<file path="src/rtl/cod_regs.vh">
// constants for the byte move and exchange unit
`ifndef COD_REGS_VH
`define COD_REGS_VH
// operand kinds
`define COD_K_REG 4'h0
`define COD_K_SADDR 4'h1
`define COD_K_SFR 4'h2
`define COD_K_ABS 4'h3
`define COD_K_PSW 4'h4
`define COD_K_DE 4'h5
`define COD_K_HL 4'h6
`define COD_K_HLBYTE 4'h7
`define COD_K_HLB 4'h8
`define COD_K_HLC 4'h9
// byte register absolute indices
`define COD_R_X 3'h0
`define COD_R_A 3'h1
`define COD_R_C 3'h2
`define COD_R_B 3'h3
`define COD_R_E 3'h4
`define COD_R_D 3'h5
`define COD_R_L 3'h6
`define COD_R_H 3'h7
// register pair indices
`define COD_RP_AX 2'h0
`define COD_RP_BC 2'h1
`define COD_RP_DE 2'h2
`define COD_RP_HL 2'h3
// address map
`define COD_SADDR_LO_BASE 16'hFE00
`define COD_SADDR_HI_BASE 16'hFF00
`define COD_SADDR_WRAP 8'h20
`define COD_SFR_BASE 16'hFF00
`define COD_SFR_HOLE_LO 16'hFFD0
`define COD_SFR_HOLE_HI 16'hFFDF
`define COD_CALL11_BASE 16'h0800
`define COD_TABLE5_BASE 16'h0040
// program status word fields and reset value
`define COD_PSW_IE 7
`define COD_PSW_Z 6
`define COD_PSW_RBS1 5
`define COD_PSW_AC 4
`define COD_PSW_RBS0 3
`define COD_PSW_CY 0
`define COD_PSW_RST 8'h00
// instruction clock counts
`define COD_CK_REG 4'h2
`define COD_CK_REGI 4'h4
`define COD_CK_SHORT1 4'h4
`define COD_CK_SHORT2 4'h5
`define COD_CK_SHORTX2 4'h6
`define COD_CK_IMMS1 4'h6
`define COD_CK_IMMS2 4'h7
`define COD_CK_HLR1 4'h6
`define COD_CK_HLR2 4'h7
`define COD_CK_LONG1 4'h8
`define COD_CK_LONG2 4'h9
`define COD_CK_LONGX2 4'hA
// encoding lengths
`define COD_B1 2'h1
`define COD_B2 2'h2
`define COD_B3 2'h3
`endif

</file>
<file path="src/rtl/cod_operand_resolve.v">
// operand address, legality and clock count resolution
`default_nettype none
`include "cod_regs.vh"
module cod_operand_resolve (
  // operation form
  input wire op_xch,
  input wire op_dir,
  input wire op_imm,
  input wire [3:0] op_kind,
  input wire [2:0] op_reg,
  input wire [7:0] op_imm8,
  input wire [15:0] op_abs16,
  // register values used for indirect forms
  input wire [15:0] hl_val,
  input wire [15:0] de_val,
  input wire [7:0] b_val,
  input wire [7:0] c_val,
  // resolution
  output reg [15:0] res_addr,
  output reg res_mem,
  output reg res_sfr,
  output reg res_legal,
  output reg res_has_ck1,
  output reg [3:0] res_ck1,
  output reg [3:0] res_ck2,
  output reg [1:0] res_bytes
);
  reg [15:0] sadr;
  reg [15:0] sfra;
  always @*
  begin
    // short direct window folds the low 20h offsets onto the top page
    if (op_imm8 < `COD_SADDR_WRAP) // RQ3
      sadr = `COD_SADDR_HI_BASE | {8'h00, op_imm8};
    else
      sadr = `COD_SADDR_LO_BASE | {8'h00, op_imm8};
    sfra = `COD_SFR_BASE | {8'h00, op_imm8};
    res_addr = 16'h0000;
    res_mem = 1'b0;
    res_sfr = 1'b0;
    res_legal = 1'b1;
    res_has_ck1 = 1'b1;
    res_ck1 = `COD_CK_REG;
    res_ck2 = `COD_CK_REG;
    res_bytes = `COD_B1;
    case (op_kind)
      `COD_K_REG:
      begin
        if (op_imm)
        begin
          res_ck1 = `COD_CK_REGI;
          res_bytes = `COD_B2;
          res_legal = ~op_xch;
        end
        else
          res_legal = ~(op_dir & ~op_xch & (op_reg == `COD_R_A));
      end
      `COD_K_SADDR:
      begin
        res_addr = sadr;
        res_mem = 1'b1;
        res_ck1 = op_imm ? `COD_CK_IMMS1 : `COD_CK_SHORT1;
        res_ck2 = op_imm ? `COD_CK_IMMS2 : (op_xch ? `COD_CK_SHORTX2 : `COD_CK_SHORT2);
        res_bytes = op_imm ? `COD_B3 : `COD_B2;
        res_legal = ~(op_imm & op_xch);
      end
      `COD_K_SFR:
      begin
        res_addr = sfra;
        res_mem = 1'b1;
        res_sfr = 1'b1;
        res_has_ck1 = 1'b0; // RQ15
        res_ck2 = op_imm ? `COD_CK_IMMS2 : (op_xch ? `COD_CK_SHORTX2 : `COD_CK_SHORT2);
        res_bytes = op_imm ? `COD_B3 : `COD_B2;
        res_legal = ~(op_imm & op_xch) &
                    ~((sfra >= `COD_SFR_HOLE_LO) & (sfra <= `COD_SFR_HOLE_HI)); // RQ6
      end
      `COD_K_ABS:
      begin
        res_addr = op_abs16; // RQ8
        res_mem = 1'b1;
        res_ck1 = `COD_CK_LONG1;
        res_ck2 = op_xch ? `COD_CK_LONGX2 : `COD_CK_LONG2;
        res_bytes = `COD_B3;
        res_legal = ~op_imm;
      end
      `COD_K_PSW:
      begin
        res_has_ck1 = 1'b0; // RQ15
        res_ck2 = op_imm ? `COD_CK_IMMS2 : `COD_CK_SHORT2;
        res_bytes = op_imm ? `COD_B3 : `COD_B2;
        res_legal = ~op_xch;
      end
      `COD_K_DE, `COD_K_HL:
      begin
        res_addr = (op_kind == `COD_K_DE) ? de_val : hl_val; // RQ21
        res_mem = 1'b1;
        res_ck1 = `COD_CK_SHORT1;
        res_ck2 = op_xch ? `COD_CK_SHORTX2 : `COD_CK_SHORT2;
        res_legal = ~op_imm;
      end
      `COD_K_HLBYTE:
      begin
        res_addr = hl_val + {8'h00, op_imm8}; // RQ21
        res_mem = 1'b1;
        res_ck1 = `COD_CK_LONG1; // RQ16
        res_ck2 = op_xch ? `COD_CK_LONGX2 : `COD_CK_LONG2;
        res_bytes = `COD_B2;
        res_legal = ~op_imm;
      end
      `COD_K_HLB, `COD_K_HLC:
      begin
        res_addr = hl_val + {8'h00, (op_kind == `COD_K_HLB) ? b_val : c_val}; // RQ21
        res_mem = 1'b1;
        res_ck1 = op_xch ? `COD_CK_LONG1 : `COD_CK_HLR1; // RQ17 RQ18
        res_ck2 = op_xch ? `COD_CK_LONGX2 : `COD_CK_HLR2;
        res_bytes = op_xch ? `COD_B2 : `COD_B1;
        res_legal = ~op_imm;
      end
      default:
        res_legal = 1'b0;
    endcase
  end
endmodule
`default_nettype wire

</file>
<file path="src/rtl/cod_byte_move_unit.v">
// byte move and exchange execution unit with operand decode helpers
`default_nettype none
`include "cod_regs.vh"
// Notes on behaviour
// RQ1 - eight byte registers X A C B E D L H
// RQ2 - pairs AX BC DE HL are indices zero..three
// RQ3 - short direct spans FE20H-FF1FH, word form even
// RQ4 - call target resolves into 0800H-0FFFH
// RQ5 - table operand gives even address 0040H-007FH
// RQ6 - special register operands never reach FFD0H-FFDFH
// RQ7 - word special register needs capability, even address
// RQ8 - absolute address full range, even for words
// RQ9 - immediates are three, eight, sixteen bits wide
// RQ10 - displacement is signed byte added to counter
// RQ11 - four banks, chosen by bank select flags
// RQ12 - pair halves readable as upper, lower byte
// RQ13 - moves leave flags alone unless status written
// RQ14 - restore reloads flags from saved copy
// RQ15 - first count: fast RAM or no access
// RQ16 - A from HL plus byte: 8/9 clocks
// RQ17 - A from HL plus B: 6/7 clocks
// RQ18 - exchange A with HL plus C: 8/10
// RQ19 - instruction clock is one selected cpu clock
// RQ20 - second count for any other data area
// RQ21 - indirect forms use pair contents, pair unchanged
// RQ22 - exchange blocks interrupts between read and write
module cod_byte_move_unit #(
  parameter [15:0] HSRAM_LO = 16'hFB00,
  parameter [15:0] HSRAM_HI = 16'hFEFF
) (
  // clock and reset
  input wire clk,
  input wire rst_n,
  // cpu clock selection, divide by two to the power of this
  input wire [2:0] cpu_clk_sel,
  // instruction request
  input wire ins_start,
  input wire op_xch,
  input wire op_dir,
  input wire op_imm,
  input wire [3:0] op_kind,
  input wire [2:0] op_reg,
  input wire [7:0] op_imm8,
  input wire [15:0] op_abs16,
  // instruction status
  output wire ins_busy,
  output reg ins_done,
  output reg ins_illegal,
  output reg [3:0] ins_clocks,
  output reg [1:0] ins_bytes,
  // data memory and special register space
  output reg [15:0] mem_addr,
  output wire mem_rd,
  output wire mem_wr,
  output reg [7:0] mem_wdata,
  input wire [7:0] mem_rdata,
  // interrupt acceptance hold
  output wire int_block,
  // program status word
  output reg [7:0] psw_q,
  input wire flag_restore,
  input wire [7:0] flag_saved,
  // register observation
  input wire [2:0] rd_reg_idx,
  output reg [7:0] rd_reg_data,
  input wire [1:0] rd_pair_idx,
  output reg [7:0] rd_pair_hi,
  output reg [7:0] rd_pair_lo,
  // operand decode helpers
  input wire [7:0] chk_saddrp_off,
  output reg [15:0] chk_saddrp_addr,
  output reg chk_saddrp_ok,
  input wire [7:0] chk_sfrp_off,
  input wire chk_sfrp_capable,
  output reg chk_sfrp_ok,
  input wire [15:0] chk_abs16,
  input wire chk_abs_word,
  output reg chk_abs_ok,
  input wire [10:0] chk_call11,
  output reg [15:0] chk_call_addr,
  input wire [4:0] chk_table5,
  output reg [15:0] chk_table_addr,
  input wire [7:0] chk_disp8,
  input wire [15:0] chk_pc,
  output reg [15:0] chk_branch_pc,
  input wire [2:0] chk_bit3,
  output reg [7:0] chk_bit_mask,
  input wire [15:0] chk_word16,
  output reg [15:0] chk_word_q
);
  localparam [1:0] ST_IDLE = 2'b01;
  localparam [1:0] ST_RUN = 2'b10;

  reg [7:0] rf [0:31];
  reg [1:0] state_q;
  reg [7:0] div_q;
  reg [3:0] tick_q;
  reg [3:0] total_q;
  reg xch_q;
  reg dir_q;
  reg imm_q;
  reg [3:0] kind_q;
  reg [2:0] reg_q;
  reg [7:0] imm8_q;
  reg need_rd_q;
  reg need_wr_q;
  reg rd_pend_q;
  reg [7:0] mdata_q;
  integer i;

  wire [1:0] bank;
  wire [7:0] div_lim;
  wire cpu_en;
  wire [4:0] a_idx;
  wire [4:0] r_idx;
  wire [7:0] a_val;
  wire [7:0] r_val;
  wire [15:0] hl_val;
  wire [15:0] de_val;
  wire [15:0] res_addr;
  wire res_mem;
  wire res_sfr;
  wire res_legal;
  wire res_has_ck1;
  wire [3:0] res_ck1;
  wire [3:0] res_ck2;
  wire [1:0] res_bytes;
  wire hsram_hit;
  wire use_ck1;
  wire accept;
  wire last_tick;
  wire [15:0] sfrp_addr;

  assign bank = {psw_q[`COD_PSW_RBS1], psw_q[`COD_PSW_RBS0]}; // RQ11
  assign a_idx = {bank, `COD_R_A}; // RQ1
  assign r_idx = {bank, op_reg};
  assign a_val = rf[a_idx];
  assign r_val = rf[r_idx];
  assign hl_val = {rf[{bank, `COD_R_H}], rf[{bank, `COD_R_L}]}; // RQ2
  assign de_val = {rf[{bank, `COD_R_D}], rf[{bank, `COD_R_E}]};

  // cpu clock enable from the selected division
  assign div_lim = (8'h01 << cpu_clk_sel) - 8'h01;
  // compare with >= so a lowered division never waits for the counter to wrap
  assign cpu_en = (div_q >= div_lim); // RQ19

  always @(posedge clk)
  begin
    if (!rst_n)
      div_q <= 8'h00;
    else if (cpu_en)
      div_q <= 8'h00;
    else
      div_q <= div_q + 8'h01;
  end

  cod_operand_resolve u_resolve (
    .op_xch(op_xch),
    .op_dir(op_dir),
    .op_imm(op_imm),
    .op_kind(op_kind),
    .op_reg(op_reg),
    .op_imm8(op_imm8),
    .op_abs16(op_abs16),
    .hl_val(hl_val),
    .de_val(de_val),
    .b_val(rf[{bank, `COD_R_B}]),
    .c_val(rf[{bank, `COD_R_C}]),
    .res_addr(res_addr),
    .res_mem(res_mem),
    .res_sfr(res_sfr),
    .res_legal(res_legal),
    .res_has_ck1(res_has_ck1),
    .res_ck1(res_ck1),
    .res_ck2(res_ck2),
    .res_bytes(res_bytes)
  );

  // clock column selection by target area
  assign hsram_hit = res_mem & ~res_sfr & (res_addr >= HSRAM_LO) & (res_addr <= HSRAM_HI);
  assign use_ck1 = res_has_ck1 & (~res_mem | hsram_hit); // RQ15 RQ20

  assign accept = ins_start & (state_q == ST_IDLE);
  assign ins_busy = (state_q == ST_RUN);
  assign last_tick = ins_busy & cpu_en & (tick_q == total_q - 4'h1);
  // read on the first instruction clock, write on the last
  assign mem_rd = ins_busy & cpu_en & (tick_q == 4'h0) & need_rd_q;
  assign mem_wr = last_tick & need_wr_q;
  // exchange holds interrupts across its read and write
  assign int_block = ins_busy & xch_q; // RQ22

  always @(posedge clk)
  begin
    if (!rst_n)
    begin
      state_q <= ST_IDLE;
      tick_q <= 4'h0;
      total_q <= 4'h0;
      xch_q <= 1'b0;
      dir_q <= 1'b0;
      imm_q <= 1'b0;
      kind_q <= `COD_K_REG;
      reg_q <= `COD_R_X;
      imm8_q <= 8'h00;
      need_rd_q <= 1'b0;
      need_wr_q <= 1'b0;
      rd_pend_q <= 1'b0;
      mdata_q <= 8'h00;
      mem_addr <= 16'h0000;
      mem_wdata <= 8'h00;
      ins_done <= 1'b0;
      ins_illegal <= 1'b0;
      ins_clocks <= 4'h0;
      ins_bytes <= 2'h0;
    end
    else
    begin
      ins_done <= 1'b0;
      ins_illegal <= 1'b0;
      rd_pend_q <= mem_rd;
      if (rd_pend_q)
        mdata_q <= mem_rdata;
      case (state_q)
        ST_IDLE:
        begin
          if (accept & ~res_legal)
            ins_illegal <= 1'b1; // RQ6
          else if (accept)
          begin
            state_q <= ST_RUN;
            tick_q <= 4'h0;
            total_q <= use_ck1 ? res_ck1 : res_ck2; // RQ15 RQ20
            ins_clocks <= use_ck1 ? res_ck1 : res_ck2;
            ins_bytes <= res_bytes;
            xch_q <= op_xch;
            dir_q <= op_dir;
            imm_q <= op_imm;
            kind_q <= op_kind;
            reg_q <= op_reg;
            imm8_q <= op_imm8;
            need_rd_q <= res_mem & ~op_imm & (~op_dir | op_xch);
            need_wr_q <= res_mem & (op_imm | op_dir | op_xch);
            mem_addr <= res_addr; // RQ21
            mem_wdata <= op_imm ? op_imm8 : a_val;
          end
        end
        ST_RUN:
        begin
          if (cpu_en)
            tick_q <= tick_q + 4'h1;
          if (last_tick)
          begin
            state_q <= ST_IDLE;
            ins_done <= 1'b1;
          end
        end
        default:
          state_q <= ST_IDLE;
      endcase
    end
  end

  // register file and status word commit on the last instruction clock
  always @(posedge clk)
  begin
    if (!rst_n)
    begin
      for (i = 0; i < 32; i = i + 1)
        rf[i] <= 8'h00;
      psw_q <= `COD_PSW_RST;
    end
    else if (last_tick)
    begin
      case (kind_q)
        `COD_K_REG:
        begin
          if (imm_q)
            rf[{bank, reg_q}] <= imm8_q;
          else if (xch_q)
          begin
            rf[a_idx] <= rf[{bank, reg_q}];
            rf[{bank, reg_q}] <= a_val;
          end
          else if (dir_q)
            rf[{bank, reg_q}] <= a_val;
          else
            rf[a_idx] <= rf[{bank, reg_q}];
        end
        `COD_K_PSW:
        begin
          // only status writes touch Z, AC and CY
          if (imm_q)
            psw_q <= imm8_q; // RQ13
          else if (dir_q)
            psw_q <= a_val; // RQ13
          else
            rf[a_idx] <= psw_q;
        end
        default:
        begin
          if (need_rd_q)
            rf[a_idx] <= mdata_q; // RQ22
        end
      endcase
    end
    else if (flag_restore & ~ins_busy)
      psw_q <= flag_saved; // RQ14
  end

  // observation of registers and pair halves in the active bank
  always @(posedge clk)
  begin
    if (!rst_n)
    begin
      rd_reg_data <= 8'h00;
      rd_pair_hi <= 8'h00;
      rd_pair_lo <= 8'h00;
    end
    else
    begin
      rd_reg_data <= rf[{bank, rd_reg_idx}]; // RQ1 RQ11
      rd_pair_hi <= rf[{bank, rd_pair_idx, 1'b1}]; // RQ2 RQ12
      rd_pair_lo <= rf[{bank, rd_pair_idx, 1'b0}]; // RQ12
    end
  end

  assign sfrp_addr = `COD_SFR_BASE | {8'h00, chk_sfrp_off};

  // operand decode helpers
  always @(posedge clk)
  begin
    if (!rst_n)
    begin
      chk_saddrp_addr <= 16'h0000;
      chk_saddrp_ok <= 1'b0;
      chk_sfrp_ok <= 1'b0;
      chk_abs_ok <= 1'b0;
      chk_call_addr <= 16'h0000;
      chk_table_addr <= 16'h0000;
      chk_branch_pc <= 16'h0000;
      chk_bit_mask <= 8'h00;
      chk_word_q <= 16'h0000;
    end
    else
    begin
      if (chk_saddrp_off < `COD_SADDR_WRAP)
        chk_saddrp_addr <= `COD_SADDR_HI_BASE | {8'h00, chk_saddrp_off}; // RQ3
      else
        chk_saddrp_addr <= `COD_SADDR_LO_BASE | {8'h00, chk_saddrp_off}; // RQ3
      chk_saddrp_ok <= ~chk_saddrp_off[0]; // RQ3
      chk_sfrp_ok <= chk_sfrp_capable & ~chk_sfrp_off[0] &
                     ~((sfrp_addr >= `COD_SFR_HOLE_LO) & (sfrp_addr <= `COD_SFR_HOLE_HI)); // RQ7 RQ6
      chk_abs_ok <= ~chk_abs_word | ~chk_abs16[0]; // RQ8
      chk_call_addr <= `COD_CALL11_BASE | {5'h00, chk_call11}; // RQ4
      chk_table_addr <= `COD_TABLE5_BASE | {10'h000, chk_table5, 1'b0}; // RQ5
      chk_branch_pc <= chk_pc + {{8{chk_disp8[7]}}, chk_disp8}; // RQ10
      chk_bit_mask <= 8'h01 << chk_bit3; // RQ9
      chk_word_q <= chk_word16; // RQ9
    end
  end
endmodule
`default_nettype wire

</file>
<file path="config.mk">
export PLATFORM = sky130hd
export DESIGN_NAME = cod_byte_move_unit
export DESIGN_NICKNAME = d
export VERILOG_FILES = /design/src/rtl/cod_operand_resolve.v /design/src/rtl/cod_byte_move_unit.v
export VERILOG_INCLUDE_DIRS = /design/src /design/src/rtl
export SDC_FILE = /design/constraint.sdc
export NUM_CORES = 1
export LEC_CHECK = 0
export BUFFER_PORTS_ARGS = -buffer_cell sky130_fd_sc_hd__buf_4
export CAP_MARGIN = 25
export CORE_MARGIN = 5
export CORE_UTILIZATION = 23
export CTS_BUF_LIST = sky130_fd_sc_hd__clkbuf_4
export CTS_CLUSTER_SIZE = 8
export DETAILED_ROUTE_END_ITERATION = 6
export HOLD_SLACK_MARGIN = 0.02
export PLACE_DENSITY_LB_ADDON = 0.15
export SLEW_MARGIN = 20
export SYNTH_ARGS = -nofsm -noshare
export SYNTH_HDL_FRONTEND = slang
export SYNTH_SLANG_ARGS = --single-unit
</file>
<file path="constraint.sdc">
create_clock -name clk -period 18 [get_ports clk]
set_input_delay 5.4 -clock clk [delete_from_list [all_inputs] [get_ports clk]]
set_output_delay 5.4 -clock clk [all_outputs]
set_load 0.02 [all_outputs]
</file>
# == After elaboration in Yosys (flattened, before gate mapping) ==
# Memory sizes are Yosys's and may differ from the RTL's. A register that Yosys moved wholly into a read port is not among the register bits.
# Index checks and enable logic that the tools add are counted.
# totals
ff_bits,174
input_bits,155
mem_bits_rw,256
elab_cells,255
mem_count,1
# mem_list
memory,words,width,read_ports,rd_clocked_by_memory_dff,wr,line_no,text
rf,32,8,11,10,32,cod_byte_move_unit.v:94,reg [7:0] rf [0:31];
# classes
magnitude_cmp,9
mux,104
addsub,7
eq_ne,21
bitwise,54
n_reduce_logical,26
shifts,2
# ops
op,count
two-way mux 8 bit,14
case mux 16 bit (6 select lines),1
two-way mux 5 bit,16
greater-or-equal comparator 16 bit (second input constant),3
<= comparator 16 bit (second input constant),3
two-way mux 1 bit,45
case mux 4 bit (5 select lines),2
adder 16 x 8 -> 16 bit,2
bitwise AND 1 bit,26
two-way mux 4 bit,6
OR reduction 8 bit,3
equality test 4 x 3 -> 1 bit (second input constant),5
two-way mux 2 bit,10
two-way mux 9 bit,2
NOT 1 bit,18
adder 16 bit,1
< comparator 8 x 6 -> 1 bit (second input constant),2
two-way mux 16 bit,1
<< shifter 1 x 3 -> 8 bit (first input constant),2
OR reduction 2 bit,7
zero test 4 bit,3
two-way mux 12 bit,1
OR 1 bit,10
case mux 2 bit (5 select lines),1
28 further kinds,39

# == Longest topological paths before layout ==
# depth
word_depth,16
mapped_depth,19
mapped_depth_nobuf,15

# == By module ==
# A second synthesis with hierarchy kept.
# unflattened
hier_cells,2210
hier_area_um2,25584.5
# by_module_without_submodules
module,area_each_um2,n_inst,seq_area_each_um2,cells_each
cod_byte_move_unit,23647.7,1,11270.8,1913
cod_operand_resolve,1936.9,1,0.0,297

# == Worst setup path before layout ==
# No wires, ideal clock.
# synth_timing
path_kind,input port to output port
startpoint,input cpu_clk_sel[1]
endpoint,output mem_rd
slack_ns,4.310
arrival_ns,8.290
cell_stages,14
cell_sequence,or3_1 ha_1 clkbuf_1 xor2_1 nor2_1 a21oi_1 ha_1 o21a_1 o21ai_0 nand2b_1 and2_1 clkbuf_1 nand2_1 nor4_1
# synth_between
elab_chain_len,6
# synth_rtl
item,line_no,text
start: declaration,cod_byte_move_unit.v:35,"input wire [2:0] cpu_clk_sel,"
<< shifter 1 x 3 -> 8 bit,cod_byte_move_unit.v:143,assign div_lim = (8'h01 << cpu_clk_sel) - 8'h01;
subtractor 8 x 1 -> 8 bit,cod_byte_move_unit.v:143,
greater-or-equal comparator 8 bit,cod_byte_move_unit.v:145,assign cpu_en = (div_q >= div_lim);
bitwise AND 1 bit (3 in series),cod_byte_move_unit.v:187,assign mem_rd = ins_busy & cpu_en & (tick_q == 4'h0) & need_rd_q;
end: declaration,cod_byte_move_unit.v:53,"output wire mem_rd,"
# No other way between the ends.

# == Worst setup path in the final report ==
# Same ends and word-level chain as after synthesis.

==> summary.txt <==
Timing
  – Max Fclk: 0.07082 GHz
  – Min Tclk post-route: 14.12 ns
  – Unrepaired setup endpoints after global routing: no
  – Final Hold Viols: 0
  – Setup_tns: 0 ns
  – Hold_ws: 0.4558 ns
  – Period utilization: 0.7845
  – Max Clock Skew: 0.08992 ns
  – Max_slew headroom: 0.2635
  – Final setup vio count: 0
  – Final Max Tran Viols: 0
  – Slew @ Worst Pin: 1.105 ns

CTS
  – Worst-Skew Late Latency: 1.05 ns
  – CTS Buf Count: 138
  – CTS tree: done
  – Post-CTS Resized: 0
  – Clock transition at path regs: 0.06 ns
  – Cts hold-fix bufs: 0
  – Clock Sinks: about 440
  – Clk buf depth: 3
  – Clock root buffer: clkbuf_4
  – Post-CTS setup buffer count: 0
  – H-tree depth: 4

Cells and area
  – Final cell count without fillers: 3871
  – Layout area overhead: 22.35%
  – Fin util: 0.2820
  – Share of post-route cells with drive strength above 1: 0.3613
  – Layout Nets: 2542

Routing
  – Average wire per standard cell: 29.90 um
  – DRC: 0
  – Post-DR vias/cell: between 5 and 6
  – Drt total wl: between 100 and 150 mm
  – Final ANT Viol Nets: 0
  – Detailed router's first-iteration violation count: 2556
  – Via count: approximately 21000
  – Total iterations of the first detailed-routing run: 6

Synth
  – Gate Count Post-Synth: 2033
  – Synth Cell Area: 24990 um^2
  – Mean Syn Cell Area: between 10 and 15 um^2
  – Main synth FF type: edfxtp_1
  – #FFs+latches synth: 435
  – Post-synth EDFFs: 256
  – Post-synth ARST share: 0
  – Yosys warning count: 0
  – Post-synthesis sequential area ratio: 0.4510
  – Synth unique cells: 71

Min path
  – WHS Path Cells: 2
  – Hold Crit Start: mem_addr[8]$_SDFFE_PN0P_
  – Worst Hold End: mem_addr[8]$_SDFFE_PN0P_
  – Worst Hold Class: reg -> reg

GRT
  – Largest net degree at the start of global routing: 65
  – Number of global-route vias before repair: roughly 20000
  – Initial antenna violation count: 9
  – First-pass GRT wire length: roughly 160 mm
  – GR Overflow Total: 0
  – Total Routing Usage GR: 0.1951

Job
  – Max-Cap Viols: 0

Power and ir drop
  – Power Density: 85.32 nW/um^2
  – Max IR drop VDD: 33.34 uV
  – Leakage: 10.86 nW
  – Total power: 2.608 mW

Setup path
  – Critical path capture point type: output port
  – Kind of critical path: in -> out
  – Worst Path Required: 12.60 ns
  – Reg2Reg Capture Point: total_q[1]$_SDFFE_PN0P_
  – Crit-path max cell delay: approximately 0.56 ns
  – Reg2reg setup slack: 13.25 ns
  – CP max FO: 10
  – Critical path cell sequence: buf_4 -> or3_1 -> ha_1 -> xor2_1 -> nor2_1 -> a21oi_1 -> ha_1 -> o21a_1 -> o21ai_0 -> nand2b_1 -> and2_1 -> nand2_1 -> nor4_1 -> buf_4
  – CP max-delay cell: nor4_1
  – Worst R2R Path Depth: 13
  – Arrival @ worst endpoint: 8.72 ns
  – Crit path launch type: primary input

Run status
  – Outcome: finished, final reports clean

Die
  – Starting density of the core: 0.2305
  – Row count: 121
  – Die area: 115300 um^2
  – Die width: about 340 um
  – Die height: 339.6 um
  – Io pins: 314
  – Core box area: 108400 um^2

Placement
  – Placed insts: 3622
  – Port bufs: 281
  – Hpwl dp: 82.66 mm
  – GPL Wtd Cong: 0.9245
## per-stage QoR
| step | instance area [um^2] | worst slack [ns] |
|---|---|---|
| after floorplan | 25040 | 4.310 |
| after global placement | 28650 | 3.798 |
| after detailed placement | 28790 | 3.787 |
| after CTS | 30530 | 3.786 |
| after global routing | 30570 | 3.632 |
| final | 30570 | 3.879 |
## cells by family (layout without fill, tap and decap cells)
| family | Yosys count | in the layout | synth area share |
|---|---|---|---|
| and+or+nand+nor | 688 | 688 | 0.1232 |
| DFF | 435 | 435 | 0.4510 |
| muxes | 350 | 350 | 0.2832 |
| AOI/OAI and AO/OA | 271 | 271 | 0.07250 |
| buffers and inverters | 208 | 614 | 0.03580 |
| xor gates and xnor gates | 41 | 41 | 0.01437 |
| adders and majority gates | 38 | 38 | 0.01963 |
| other | 2 | 20 | 0.0003005 |
## area by class of cell
| class | count | area (um^2) |
|---|---|---|
| antenna | 5 | 12.51 |
| tap | 1414 | 1769 |
| timing repair buffer | 336 | 2630 |
| fill | 11260 | 77830 |
| clock inverter | 48 | 272.8 |
| multi-input combinational | 1403 | 13010 |
| sequential | 435 | 11280 |
| clock buffer | 195 | 1464 |
| inverter | 35 | 132.6 |
## power by group
| part | leakage, nW | internal [mW] | switching (mW) |
|---|---|---|---|
| Clock | 1.02 | 0.519 | 0.496 |
| Sequential | 4.12 | 1.10 | 0.0492 |
| Combinational | 5.72 | 0.192 | 0.258 |
## routing by layer
layer	global-route usage	vias to the layer above	share of wire
met5	0	-	0.00012
met4	0.08774	4	0.045
met3	0.05815	241	0.098
met2	0.3092	1325	0.46
met1	0.2465	10580	0.40
li1	-	8519	-
## Yosys cell counts, drive strengths merged (4+ instances only)
cell type,number,area [um^2]
a222oi,5,50.05
mux4,284,6396
nor4,11,126.4
nor2,344,1291
o21a,5,37.54
clkbuf,107,401.6
a31oi,27,168.9
nand2,162,608.1
a21o,10,75.07
dfxtp,179,3583
mux2i,50,500.5
xnor2,29,254.0
o22ai,34,212.7
nand2b,14,87.58
nor2b,4,25.02
a21oi,52,260.3
o211ai,6,45.04
a311oi,4,35.03
and3,7,43.79
a211oi,12,90.09
o21bai,5,37.54
nor3,28,150.1
ha,36,450.4
mux2,16,180.2
nor3b,4,30.03
and2,62,387.9
xor2,12,105.1
inv,34,127.6
o31ai,5,37.54
a32oi,7,61.31
o21ai,35,175.2
a22o,13,113.9
edfxtp,256,7687
or2,4,25.02
nand4,10,62.56
or3,5,31.28
buf,66,361.6
a22oi,30,225.2
nand3,23,120.1
## how the worst max path moves through the flow
stage / from / endpoint / slack [ns] / cells past startpoint
after floorplan: cpu_clk_sel[1] / mem_rd / 4.31 / 14
after global placement: cpu_clk_sel[1] / mem_rd / 3.80 / 14
after detailed placement: cpu_clk_sel[1] / mem_rd / 3.79 / 14
after CTS: cpu_clk_sel[1] / mem_rd / 3.79 / 14
after global routing: cpu_clk_sel[1] / mem_rd / 3.63 / 14
final: cpu_clk_sel[1] / mem_rd / 3.88 / 14
## layout by cell type, fill, tap and decap left out, types with 14 or more instances in the layout
cell,count
mux2_2,16
xnor2_1,29
nand3_1,22
dfxtp_1,173
inv_1,32
mux4_2,284
buf_4,330
and2_1,61
ha_1,36
a31oi_1,26
o21ai_0,33
nor2_1,342
nor3_1,24
nand2b_1,14
o22ai_1,34
edfxtp_1,256
a22oi_1,30
mux2i_1,42
a21oi_1,52
nand2_1,162
clkinv_1,30
conb_1,15
clkbuf_4,195
## flip-flops by register name (all words and copies together) (netlist names), 3 cells and up, named ones only
register	count
chk_call_addr	11
chk_saddrp_addr	10
chk_bit_mask	8
mem_wdata	8
rf	256
reg_q	3
tick_q	4
mdata_q	8
psw_q	8
mem_addr	16
chk_table_addr	6
chk_word_q	16
kind_q	4
total_q	4
imm8_q	8
rd_pair_lo	8
rd_reg_data	8
chk_branch_pc	16
div_q	8
rd_pair_hi	8
## critical path: cells and delay by family
family	cells	cell delay, ns
buffers and inverters	2	0.38
XOR/XNOR	1	0.17
AO/OA/AOI/OAI	3	0.22
AND/OR/NAND/NOR	6	1.97
adder cells (fa/ha/maj)	2	0.56
Power figures use the tool's default switching activity.
